--- src/rtl/alu_pkg.sv ---
package alu_pkg;

  // ----------------------------------------------------------------------
  // widths and limits
  // ----------------------------------------------------------------------
  localparam int          DATA_W     = 8;
  localparam int          RF_DEPTH   = 32;
  localparam int          RF_AW      = 5;
  localparam logic [7:0]  ALL_ONES   = 8'hff;
  localparam logic [7:0]  IO_BIT_MAX = 8'h1f;

  // status flag positions inside the flag vector
  localparam int FLG_C = 0;
  localparam int FLG_Z = 1;
  localparam int FLG_N = 2;
  localparam int FLG_V = 3;
  localparam int FLG_S = 4;
  localparam int FLG_H = 5;
  localparam logic [5:0] FLAGS_RST = 6'h00;

  // word operations take two cycles
  localparam int WORD_CYCLES = 2;

  // ----------------------------------------------------------------------
  // operation codes
  // ----------------------------------------------------------------------
  typedef enum logic [4:0] {
    OP_ADD                  = 5'h00,
    OP_ADD_CARRY            = 5'h01,
    OP_ADD_IMMEDIATE_WORD   = 5'h02,
    OP_SUB                  = 5'h03,
    OP_SUBTRACT_IMMEDIATE   = 5'h04,
    OP_SUBTRACT_WITH_CARRY  = 5'h05,
    OP_SUBTRACT_CARRY_IMM   = 5'h06,
    OP_SUBTRACT_IMM_WORD    = 5'h07,
    OP_AND                  = 5'h08,
    OP_AND_IMMEDIATE        = 5'h09,
    OP_OR                   = 5'h0a,
    OP_OR_IMMEDIATE         = 5'h0b,
    OP_EXCLUSIVE_OR         = 5'h0c,
    OP_BITWISE_INVERT       = 5'h0d,
    OP_SET_BITS_MASK        = 5'h0e,
    OP_CLEAR_BITS_MASK      = 5'h0f,
    OP_TEST_ZERO_OR_MINUS   = 5'h10,
    OP_IO_BIT_SET           = 5'h11,
    OP_IO_BIT_CLEAR         = 5'h12
  } alu_op_e;

  // one instruction as issued by the core
  typedef struct packed {
    alu_op_e    op;
    logic [4:0] rd;   // destination (low register for word ops)
    logic [4:0] rr;   // source register
    logic [7:0] imm;  // constant, mask, or io address for bit ops
    logic [2:0] bit_sel;
  } alu_req_s;

  // io bus toward flag registers
  typedef struct packed {
    logic       wr;
    logic [4:0] addr;
    logic [7:0] data;
  } alu_io_s;

endpackage

--- src/rtl/alu_regfile.sv ---
`timescale 1ns/1ns
module alu_regfile #(
  parameter int DEPTH = 32,
  parameter int AW    = 5,
  parameter int DW    = 8
) (
  input  wire logic          ref_clk,   // core clock
  input  wire logic          clk_en,    // freeze when low
  input  wire logic          we,        // write strobe
  input  wire logic [AW-1:0] waddr,     // write address
  input  wire logic [DW-1:0] wdata,     // write data
  input  wire logic [AW-1:0] raddr_a,   // read port a
  input  wire logic [AW-1:0] raddr_b,   // read port b
  output logic      [DW-1:0] rdata_a,   // registered read a
  output logic      [DW-1:0] rdata_b    // registered read b
);

  logic [DW-1:0] mem [DEPTH];

  // ----------------------------------------------------------------------
  // write and registered read; no reset, contents are software state
  // ----------------------------------------------------------------------
  always_ff @(posedge ref_clk) begin
    if (clk_en) begin
      if (we) begin
        mem[waddr] <= wdata;
      end
      rdata_a <= mem[raddr_a];
      rdata_b <= mem[raddr_b];
    end
  end

endmodule // alu_regfile

--- src/rtl/alu_unit.sv ---
`timescale 1ns/1ns
// How it works
// [RULE1] add registers, optional carry, flags, one cycle
// [RULE2] add immediate to register pair, two cycles
// [RULE3] subtract register or constant, flags, one cycle
// [RULE4] subtract register and carry, one cycle
// [RULE5] subtract constant and carry, one cycle
// [RULE6] subtract immediate from register pair, two cycles
// [RULE7] and with register or constant, z n v
// [RULE8] or, xor with register, or constant
// [RULE9] invert: ff minus value, z c n v
// [RULE10] set bits by mask, z n v
// [RULE11] clear bits by inverted mask, z n v
// [RULE12] test: and with itself, no write
// [RULE13] io flags clear on writing one
// [RULE14] io bit ops rewrite whole register, low addresses
// [RULE15] software writes zero to reserved bits
// [RULE16] sign is negative xor overflow, updated by word ops only
module alu_unit
  import alu_pkg::*;
#(
  parameter int DEPTH = 32
) (
  input  wire logic                     ref_clk,   // core clock, 25 MHz
  input  wire logic                     reset_n,   // sync reset, low
  input  wire logic                     clk_en,    // freeze when low
  input  wire alu_pkg::alu_req_s        req,       // instruction
  input  wire logic                     req_valid, // issue strobe
  input  wire logic [7:0]               io_rdata,  // io register read data
  output alu_pkg::alu_io_s              io_out,    // io write toward flags
  output logic [4:0]                    io_raddr_r,// io address being read
  output logic [5:0]                    flags_r,   // status flags
  output logic                          busy_r,    // operation in progress
  output logic                          done_r,    // one-cycle completion
  output logic [7:0]                    result_r   // last result byte
);
  import alu_pkg::*;

  typedef enum logic [1:0] {
    ST_IDLE = 2'b00,
    ST_READ = 2'b01,
    ST_EXEC = 2'b10,
    ST_HIGH = 2'b11
  } alu_st_e;

  alu_st_e    st_r;
  alu_req_s   cur_r;
  logic       low_c_r;         // carry out of the low byte of a word op
  logic       low_z_r;         // low byte zero
  logic       rf_we;
  logic [4:0] rf_waddr;
  logic [7:0] rf_wdata;
  logic [4:0] ra_sel;
  logic [4:0] rb_sel;
  logic [7:0] rd_v;
  logic [7:0] rr_v;

  alu_regfile #(.DEPTH(DEPTH), .AW(RF_AW), .DW(DATA_W)) u_rf (
    .ref_clk (ref_clk),
    .clk_en  (clk_en),
    .we      (rf_we),
    .waddr   (rf_waddr),
    .wdata   (rf_wdata),
    .raddr_a (ra_sel),
    .raddr_b (rb_sel),
    .rdata_a (rd_v),
    .rdata_b (rr_v)
  );

  function automatic logic is_word(input alu_op_e op);
    return op == OP_ADD_IMMEDIATE_WORD || op == OP_SUBTRACT_IMM_WORD;
  endfunction

  function automatic logic is_io(input alu_op_e op);
    return op == OP_IO_BIT_SET || op == OP_IO_BIT_CLEAR;
  endfunction

  // read addresses: the read port is registered, so the high byte of a
  // pair is addressed during the low-byte cycle to be ready for the next
  assign ra_sel = (st_r == ST_READ && is_word(cur_r.op)) ?
                  cur_r.rd + 5'd1 : (st_r == ST_IDLE ? req.rd : cur_r.rd);
  assign rb_sel = (st_r == ST_IDLE) ? req.rr : cur_r.rr;

  // ----------------------------------------------------------------------
  // byte datapath
  // ----------------------------------------------------------------------
  logic [8:0] sum;
  logic [4:0] hsum;
  logic [7:0] opb;
  logic [7:0] res;
  logic [5:0] fl;
  logic       wr_back;
  logic       cin;
  logic       sub;
  logic       arith;
  logic       use_imm;

  always_comb begin
    opb     = 8'h00;
    sub     = 1'b0;
    cin     = 1'b0;
    arith   = 1'b1;
    use_imm = 1'b0;
    wr_back = 1'b1;
    res     = 8'h00;
    fl      = flags_r;
    unique case (cur_r.op)
      OP_ADD, OP_ADD_CARRY: begin
        cin = (cur_r.op == OP_ADD_CARRY) & flags_r[FLG_C]; // RULE1
      end
      OP_SUB, OP_SUBTRACT_IMMEDIATE: begin
        sub     = 1'b1;                                    // RULE3
        use_imm = (cur_r.op == OP_SUBTRACT_IMMEDIATE);
      end
      OP_SUBTRACT_WITH_CARRY, OP_SUBTRACT_CARRY_IMM: begin
        sub     = 1'b1;
        cin     = flags_r[FLG_C];                          // RULE4
        use_imm = (cur_r.op == OP_SUBTRACT_CARRY_IMM);     // RULE5
      end
      OP_ADD_IMMEDIATE_WORD, OP_SUBTRACT_IMM_WORD: begin
        sub = (cur_r.op == OP_SUBTRACT_IMM_WORD);
        use_imm = (st_r == ST_READ);     // high byte adds or subtracts only the carry
        cin = (st_r == ST_EXEC) ? low_c_r : 1'b0;
      end
      default: begin
        arith = 1'b0;
      end
    endcase
    opb = use_imm ? cur_r.imm :
          (is_word(cur_r.op) ? 8'h00 : rr_v);
    if (sub) begin
      sum  = {1'b0, rd_v} - {1'b0, opb} - {8'h00, cin};
      hsum = {1'b0, rd_v[3:0]} - {1'b0, opb[3:0]} - {4'h0, cin};
    end else begin
      sum  = {1'b0, rd_v} + {1'b0, opb} + {8'h00, cin};
      hsum = {1'b0, rd_v[3:0]} + {1'b0, opb[3:0]} + {4'h0, cin};
    end
    if (arith) begin
      res        = sum[7:0];
      fl[FLG_C]  = sum[8];
      fl[FLG_H]  = hsum[4];
      fl[FLG_V]  = sub ? (rd_v[7] ^ opb[7]) & (res[7] ^ rd_v[7])
                       : ~(rd_v[7] ^ opb[7]) & (res[7] ^ rd_v[7]);
    end else begin
      fl[FLG_V] = 1'b0;                                   // RULE7
      unique case (cur_r.op)
        OP_AND:                res = rd_v & rr_v;          // RULE7
        OP_AND_IMMEDIATE:      res = rd_v & cur_r.imm;     // RULE7
        OP_OR:                 res = rd_v | rr_v;          // RULE8
        OP_OR_IMMEDIATE:       res = rd_v | cur_r.imm;     // RULE8
        OP_EXCLUSIVE_OR:       res = rd_v ^ rr_v;          // RULE8
        OP_BITWISE_INVERT: begin
          res       = ALL_ONES - rd_v;                     // RULE9
          fl[FLG_C] = 1'b1;                                // RULE9
        end
        OP_SET_BITS_MASK:      res = rd_v | cur_r.imm;     // RULE10
        OP_CLEAR_BITS_MASK:    res = rd_v & (ALL_ONES - cur_r.imm); // RULE11
        OP_TEST_ZERO_OR_MINUS: begin
          res     = rd_v & rd_v;                           // RULE12
          wr_back = 1'b0;                                  // RULE12
        end
        default:               res = 8'h00;
      endcase
    end
    fl[FLG_N] = res[7];
    // word ops: zero covers both bytes, h is left alone
    if (is_word(cur_r.op)) begin
      fl[FLG_Z] = (res == 8'h00) & (st_r == ST_READ ? 1'b1 : low_z_r);
      fl[FLG_H] = flags_r[FLG_H];
      fl[FLG_S] = fl[FLG_N] ^ fl[FLG_V];                   // RULE16
      if (st_r == ST_EXEC) begin
        fl[FLG_C] = sub ? res[7] & ~rd_v[7] : ~res[7] & rd_v[7];
        fl[FLG_V] = sub ? ~res[7] & rd_v[7] : res[7] & ~rd_v[7];
        fl[FLG_S] = fl[FLG_N] ^ fl[FLG_V];                 // RULE16
      end
    end else begin
      fl[FLG_Z] = (res == 8'h00);
    end
  end

  // ----------------------------------------------------------------------
  // io bit set or clear: read the whole register and write it all back,
  // so a flag read as one is written as one and thereby cleared
  // ----------------------------------------------------------------------
  logic [7:0] io_wval;
  always_comb begin
    io_wval = io_rdata;                                    // RULE14
    io_wval[cur_r.bit_sel] = (cur_r.op == OP_IO_BIT_SET);  // RULE13
  end

  // ----------------------------------------------------------------------
  // sequencer: idle, operand read and execute, second byte of a word op, completion
  // ----------------------------------------------------------------------
  always_ff @(posedge ref_clk) begin
    if (!reset_n) begin
      st_r  <= ST_IDLE;
      cur_r <= '0;
    end else if (clk_en) begin
      unique case (st_r)
        ST_IDLE: if (req_valid) begin
          cur_r <= req;
          st_r  <= ST_READ;
        end
        ST_READ: st_r <= is_word(cur_r.op) ? ST_EXEC : ST_HIGH; // RULE2 RULE6
        ST_EXEC: st_r <= ST_HIGH;
        ST_HIGH: st_r <= ST_IDLE;
      endcase
    end
  end

  // register file write from the execute cycles
  always_comb begin
    rf_we    = 1'b0;
    rf_waddr = cur_r.rd;
    rf_wdata = res;
    if (clk_en && !is_io(cur_r.op) && wr_back) begin
      if (st_r == ST_READ) begin
        rf_we = 1'b1;                                      // RULE1
      end else if (st_r == ST_EXEC) begin
        rf_we    = 1'b1;                                   // RULE2 RULE6
        rf_waddr = cur_r.rd + 5'd1;
      end
    end
  end

  // flags, result and handshake outputs
  always_ff @(posedge ref_clk) begin
    if (!reset_n) begin
      flags_r    <= FLAGS_RST;
      result_r   <= 8'h00;
      busy_r     <= 1'b0;
      done_r     <= 1'b0;
      low_c_r    <= 1'b0;
      low_z_r    <= 1'b0;
      io_out     <= '0;
      io_raddr_r <= 5'h00;
    end else if (clk_en) begin
      done_r <= 1'b0;
      io_out <= '0;
      busy_r <= (st_r == ST_IDLE) ? req_valid : (st_r != ST_HIGH);
      if (st_r == ST_IDLE && req_valid) begin
        io_raddr_r <= req.imm[4:0];
      end
      if (st_r == ST_READ) begin
        if (is_io(cur_r.op)) begin
          // addresses above the bit-op range are ignored
          io_out.wr   <= (cur_r.imm <= IO_BIT_MAX);        // RULE14
          io_out.addr <= cur_r.imm[4:0];
          io_out.data <= io_wval;
        end else begin
          flags_r  <= fl;
          result_r <= res;
          low_c_r  <= sum[8];
          low_z_r  <= (res == 8'h00);
        end
      end
      if (st_r == ST_EXEC) begin
        flags_r  <= fl;
        result_r <= res;
      end
      if (st_r == ST_HIGH) begin
        done_r <= 1'b1;
      end
    end
  end

endmodule // alu_unit

--- config.mk ---
export PLATFORM = sky130hd
export DESIGN_NAME = alu_unit
export DESIGN_NICKNAME = d
export VERILOG_FILES = /design/src/rtl/alu_pkg.sv /design/src/rtl/alu_regfile.sv /design/src/rtl/alu_unit.sv
export SDC_FILE = /design/constraint.sdc
export NUM_CORES = 1
export LEC_CHECK = 0
export BUFFER_PORTS_ARGS = -buffer_cell sky130_fd_sc_hd__buf_2
export CORE_MARGIN = 2
export CORE_UTILIZATION = 35
export CTS_CLUSTER_SIZE = 28
export DETAILED_ROUTE_END_ITERATION = 12
export HOLD_SLACK_MARGIN = 0.05
export PLACE_DENSITY = 0.48
export RECOVER_POWER = 50
export SLEW_MARGIN = 40
export SYNTH_ARGS = -nofsm -noshare
export SYNTH_HDL_FRONTEND = slang
export SYNTH_HIERARCHICAL = 1
export SYNTH_SLANG_ARGS = --single-unit
--- constraint.sdc ---
create_clock -name ref_clk -period 5.7 [get_ports ref_clk]
set_clock_uncertainty 0.2 [all_clocks]
set_input_delay 0.285 -clock ref_clk [delete_from_list [all_inputs] [get_ports ref_clk]]
set_output_delay 0.285 -clock ref_clk [all_outputs]
set_load 0.03 [all_outputs]
==> results of run 1 <==
## per-layer routing
layer | GRT usage, % | wire, um | up-vias
li1 | - | - | 5108
met4 | 5.02 | 1020 | 0
met5 | 0 | 0 | -
met1 | 27.1 | 22400 | 5977
met3 | 3.46 | 3170 | 63
met2 | 34.2 | 26200 | 389
## report_power, final
group | leakage (nW) | total (mW) | switching [mW] | internal, mW
sequential | 2.98 | 3.16 | 0.0716 | 3.09
clock | 0.622 | 2.54 | 1.03 | 1.51
combinational | 3.07 | 1.87 | 1.19 | 0.684
total | 6.67 | 7.58 | 2.29 | 5.29
## cells by family (layout without fill, tap and decap cells)
kind of cell / count (synthesis) / in the layout / share of synthesized area (%)
AOI/OAI and AO/OA: 189 / 189 / 7.37
xor gates and xnor gates: 21 / 21 / 1.05
adders and majority gates: 30 / 30 / 2.31
buffers and inverters: 134 / 286 / 3.37
DFF: 336 / 336 / 53.9
muxes: 200 / 200 / 23.0
and+or+nand+nor: 329 / 329 / 8.95
## registers in the layout, indices dropped and copies added (netlist names), 5 cells and up
name / cells
cur_r: 26
flags_r: 6
io_out: 14
io_raddr_r: 5
result_r: 7
u_rf/mem: 256
u_rf/rdata_a: 8
u_rf/rdata_b: 8
## path summary, 6_finish.rpt
check / from / endpoint / cells past startpoint
worst min register to register: io_raddr_r[2] / io_raddr_r[2] / 2
worst max register to register: st_r[1] / u_rf/rdata_b[1] / 7
worst min-delay path: reset_n / result_r[0] / 3
worst max-delay path: st_r[1] / u_rf/rdata_b[1] / 7
## through the flow
| stage | power, mW | setup slack [ns] | util, % | instances |
|---|---|---|---|---|
| 4_1_cts | 7.68 | 0.623 | 41.7 | 2055 |
| 6_report | 7.58 | 0.594 | 41.3 | 2055 |
| 3_3_place_gp | 5.08 | 0.722 | 38.3 | 1950 |
| 5_1_grt | 7.93 | 0.134 | 41.3 | 2055 |
| 2_1_floorplan | 4.42 | 0.922 | - | 1239 |
| 3_5_place_dp | 5.10 | 0.640 | 38.3 | 1950 |
## critical path: stages (launching register included)
cell and delay, ns:
dfxtp_1 0.33, inv_1 0.12, ha_1 0.66, mux2_2 1.14, clkbuf_2 0.91, mux4_2 0.60, mux4_2 0.51, mux2_1 0.35
## cell type report
class / count / share of cell area, %
clock buffers: 47 / 5.06
clock inverters: 23 / 1.24
inverters: 49 / 0.906
multi-input cells: 769 / 37.1
flip-flops and latches: 336 / 46.6
well taps: 664 / 4.09
repair buffers: 167 / 5.06
## timing repair
item / 4_1_cts / 5_1_grt
hold buffers: 35 / 0
hold endpoints to repair: 41 / 0
buffers inserted: 0 / 0
## placed cells by master, fill, tap and decap left out, types with 7 or more instances in the layout
master           n
ha_1            26
nor3b_1          7
dlygate4sd3_1   35
dfxtp_1         64
clkinv_2         7
or3_1            8
a21boi_0        33
a211oi_1         9
clkinv_1         8
clkbuf_16       40
a31oi_1          8
mux2i_1         18
o31ai_1          8
inv_1           46
nand2_1        123
edfxtp_1       272
nand3_1         22
a21oi_1         31
buf_4           27
clkbuf_1        73
nand2b_1         8
o21ai_0         34
nor3_1          20
xnor2_1         16
nor2b_1         21
mux4_2         160
nor2_1          74
mux2_2          17
nand3b_1         8
o22ai_1         14
buf_2           36
==> impl_metrics.env, run 1 <==
export IMPL_yosys_warnings=6
export IMPL_gr_usage_all_layers_pct=20.2
export IMPL_dp_hpwl_mm=34.6
export IMPL_violations="max-capacitance violations, max-slew violations"
export IMPL_multiInputGateArea_um2=7530
export IMPL_drv_slew=48
export IMPL_grt_max_degree=69
export IMPL_port_buffers=72
export IMPL_drc=0
export IMPL_root_buffer="clkbuf_16"
export IMPL_synth_area_leaders="edfxtp_1, mux4_2, dfxtp_1"
export IMPL_cellLeakagePower_nw=6.67
export IMPL_nNetsFinal=1431
export IMPL_holdWs_ns=0.180
export IMPL_fp_dieH_um=228
export IMPL_r2r_setup_slack_ns=0.59
export IMPL_coreArea_um2=49200
export IMPL_finalSetupTns_ns=0
export IMPL_via_per_inst=5.61
export IMPL_syn_nets=1307
export IMPL_clock_latency_ns=0.56
export IMPL_diodes=0
export IMPL_power_density_nw_per_um2=373
export IMPL_peakVddDrop_mv=0.171
export IMPL_grt_pass1_vias=11700
export IMPL_relSlewSlack_pct=-52.6
export IMPL_cts_path_max_buffers=3
export IMPL_startpoint_type="register"
export IMPL_drt_antenna_violating_nets=0
export IMPL_placed_cell_area_um2=18800
export IMPL_fill_cells=4584
export IMPL_start_util_pct=35.6
export IMPL_drtIter0Drc=1099
export IMPL_fin_crit_sh_pct=89.6
export IMPL_io_pins=73
export IMPL_worstPathArrival_ns=5.20
export IMPL_numCtsBuffers=40
export IMPL_crit_fanout=32
export IMPL_fin_area_um2=20300
export IMPL_tightest_slew_ns=2.29
export IMPL_maxCapViolCount=1
export IMPL_netlist_area_leader_share_pct=46.6
export IMPL_synth_seq_cells=336
export IMPL_wl_per_cell_um=25.7
export IMPL_ys_seq_area_share_pct=53.9
export IMPL_cts_max_level=2
export IMPL_die_w_um=228
export IMPL_drive_gt1_share_pct=23.0
export IMPL_dieArea_um2=51900
export IMPL_synth_cell_types=70
export IMPL_status="finished with violations"
export IMPL_synthTopCellsByCount="edfxtp_1, mux4_2, nand2_1, nor2_1, dfxtp_1"
export IMPL_finalCriticalPeriod_ns=5.11
export IMPL_clock_sinks=336
export IMPL_cts_tree="done"
export IMPL_synthArstFlopShare_pct=0
export IMPL_synthFlopType="edfxtp_1"
export IMPL_seq_area_um2=9450
export IMPL_hold_class="in -> reg"
export IMPL_fp_row_count=81
export IMPL_wl_mm=52.8
export IMPL_cts_resized_gates=0
export IMPL_grt_pass1_wl_mm=78.4
export IMPL_crit_type="reg -> reg"
export IMPL_hold_viol=0
export IMPL_crit_required_ns=5.79
export IMPL_synth_edf_count=272
export IMPL_gr_total_overflow=0
export IMPL_antenna_found_initial=0
export IMPL_cp_end_kind="register"
export IMPL_rsz0062_at_grt="no"
export IMPL_place_congestion=0.896
export IMPL_yosysMostFrequentCell="edfxtp_1"
export IMPL_synth_top_cell_by_area="edfxtp_1"
export IMPL_drt_pass1_iterations=5
export IMPL_path_clk_slew_ns=0.06
export IMPL_synthCells=1239
export IMPL_syn_to_final_growth_pct=15.8
export IMPL_synth_avg_cell_area_um2=14.1
export IMPL_vias=11500
export IMPL_max_freq_mhz=196
export IMPL_syn_area_um2=17500
export IMPL_setup_viol=0
(Power assumes the default switching activity.)
==> inputs of run 2 (changes only) <==
CORE_MARGIN = unset   (was 2)
GPL_ROUTABILITY_DRIVEN = 0   (was unset)
==> impl_metrics.env, run 2 (synthesized netlist as in run 1, its figures left out) <==
export IMPL_cts_resized_gates=0
export IMPL_start_util_pct=35.6
export IMPL_drt_antenna_violating_nets=0
export IMPL_port_buffers=72
export IMPL_reg2reg_depth=7
export IMPL_path_clk_slew_ns=0.06
export IMPL_dp_hpwl_mm=34.7
export IMPL_grt_met2_usage_pct=34.4
export IMPL_grtUsageMet1_pct=27.6
export IMPL_fp_row_count=81
export IMPL_drive_gt1_share_pct=23.4
export IMPL_violations="max-capacitance violations, max-slew violations"
export IMPL_regMostFlops="u_rf/mem"
export IMPL_crit_required_ns=5.79
export IMPL_diodes=0
export IMPL_power_density_nw_per_um2=371
export IMPL_drt_pass1_iterations=5
export IMPL_startpoint_type="register"
export IMPL_grt_pass1_wl_mm=76.4
export IMPL_top_regs="u_rf/mem x256, cur_r x26, io_out x14"
export IMPL_grt_busiest_layer="met2"
export IMPL_drc=0
export IMPL_r2r_setup_slack_ns=0.59
export IMPL_gr_total_overflow=0
export IMPL_fill_cells=4557
export IMPL_cts_tree="done"
export IMPL_finalCriticalPeriod_ns=5.11
export IMPL_drv_slew=75
export IMPL_layout_commonest_cell="edfxtp_1"
export IMPL_finalSetupTns_ns=0
export IMPL_post_cts_repair_setup_buffers=0
export IMPL_rsz0062_at_grt="no"
export IMPL_r2r_end="u_rf/rdata_b[3]"
export IMPL_die_w_um=226
export IMPL_cp_end_kind="register"
export IMPL_worstPathArrival_ns=5.20
export IMPL_cellLeakagePower_nw=6.72
export IMPL_maxCapViolCount=2
export IMPL_use_met3_pct=2.84
export IMPL_layout_cells_non_filler=2055
export IMPL_nNetsFinal=1433
export IMPL_coreArea_um2=49200
export IMPL_relSlewSlack_pct=-56.3
export IMPL_cts_hold_buf=35
export IMPL_cts_path_max_buffers=3
export IMPL_root_buffer="clkbuf_16"
export IMPL_grt_pass1_vias=11700
export IMPL_hold_viol=0
export IMPL_crit_fanout=26
export IMPL_endpoint="u_rf/rdata_b[3]"
export IMPL_rr_startpoint="st_r[0]"
export IMPL_via_per_inst=5.60
export IMPL_crit_path_start="st_r[0]"
export IMPL_numCtsBuffers=38
export IMPL_dp_cells=1954
export IMPL_post_layout_total_power_mw=7.55
export IMPL_max_freq_mhz=196
export IMPL_fin_crit_sh_pct=89.7
export IMPL_fin_area_um2=20400
export IMPL_wl_per_cell_um=25.0
export IMPL_io_pins=73
export IMPL_dieArea_um2=51000
export IMPL_status="finished with violations"
export IMPL_wl_mm=51.5
export IMPL_placed_cell_area_um2=18900
export IMPL_setup_viol=0
export IMPL_vias=11500
export IMPL_clock_latency_ns=0.56
export IMPL_drtIter0Drc=1050
export IMPL_cts_max_level=2
export IMPL_crit_type="reg -> reg"
export IMPL_fp_dieH_um=226
export IMPL_gr_usage_all_layers_pct=20.6
export IMPL_tightest_slew_ns=2.34
export IMPL_peakVddDrop_mv=0.208
export IMPL_grt_max_degree=69
export IMPL_hold_class="in -> reg"
export IMPL_antenna_found_initial=0
export IMPL_syn_to_final_growth_pct=16.2
export IMPL_largest_register_ffs=256
export IMPL_final_cell_mix="edfxtp_1, mux4_2, nand2_1"
export IMPL_clock_sinks=336
==> run 2: cell types whose count changed in the layout (fill, tap and decap cells not counted), moves of 2 or more <==
cell       delta
mux2_1        +3
buf_8         +2
clkinv_2      +2
mux2_2        -2
buf_4         +4
nor2_2        -4
clkbuf_1      -6
clkbuf_16     -2
nor2_1        +4
clkinv_1      -4
==> run 2: worst max-delay path, cell delays in order, from the launching register on <==
cell and delay, ns:
dfxtp_1 0.40, inv_1 0.09, ha_1 0.32, mux2_1 1.47, clkbuf_2 0.80, mux4_2 0.60, mux4_2 0.53, mux2_1 0.39
==> run 2: routing by layer <==
| layer | up-vias | share of wire [%] |
|---|---|---|
| met5 | - | 0 |
| met4 | 0 | 2.9 |
| met3 | 83 | 5.4 |
| met2 | 389 | 49 |
| met1 | 5940 | 43 |
| li1 | 5096 | - |
==> run 2: how the worst min path moves through the flow <==
stage / from / end / slack [ns] / cells past startpoint
2_1_floorplan: clk_en / u_rf/rdata_a[0] / 0.20 / 0
3_3_place_gp: cur_r[15] / cur_r[15] / 0.25 / 2
3_5_place_dp: io_raddr_r[3] / io_raddr_r[3] / 0.26 / 2
4_1_cts: reset_n / result_r[0] / 0.18 / 3
5_1_grt: reset_n / result_r[1] / 0.23 / 3
6_report: reset_n / result_r[0] / 0.18 / 3
==> run 2: through the flow <==
stage	hold slack, ns	utilization, %	worst slack (ns)
4_1_cts	0.178	41.8	0.695
3_3_place_gp	0.250	38.3	0.648
6_report	0.179	41.4	0.588
5_1_grt	0.227	41.4	0.215
3_5_place_dp	0.256	38.5	0.711
2_1_floorplan	0.197	-	0.922
==> run 2: cell type report <==
cell class | instances | area, um^2 | area share (%)
Sequential cell | 336 | 9450 | 46.4
Clock inverter | 22 | 289 | 1.42
Tap cell | 664 | 831 | 4.08
Clock buffer | 44 | 973 | 4.78
Multi-Input combinational cell | 769 | 7530 | 37.0
Inverter | 49 | 184 | 0.903
Timing Repair Buffer | 171 | 1110 | 5.44
==> run 2: report_power, final <==
part / internal (mW) / switching [mW] / leakage, nW
clock: 1.50 / 1.02 / 0.621
combinational: 0.697 / 1.17 / 3.11
sequential: 3.09 / 0.0726 / 2.98
total: 5.29 / 2.26 / 6.72
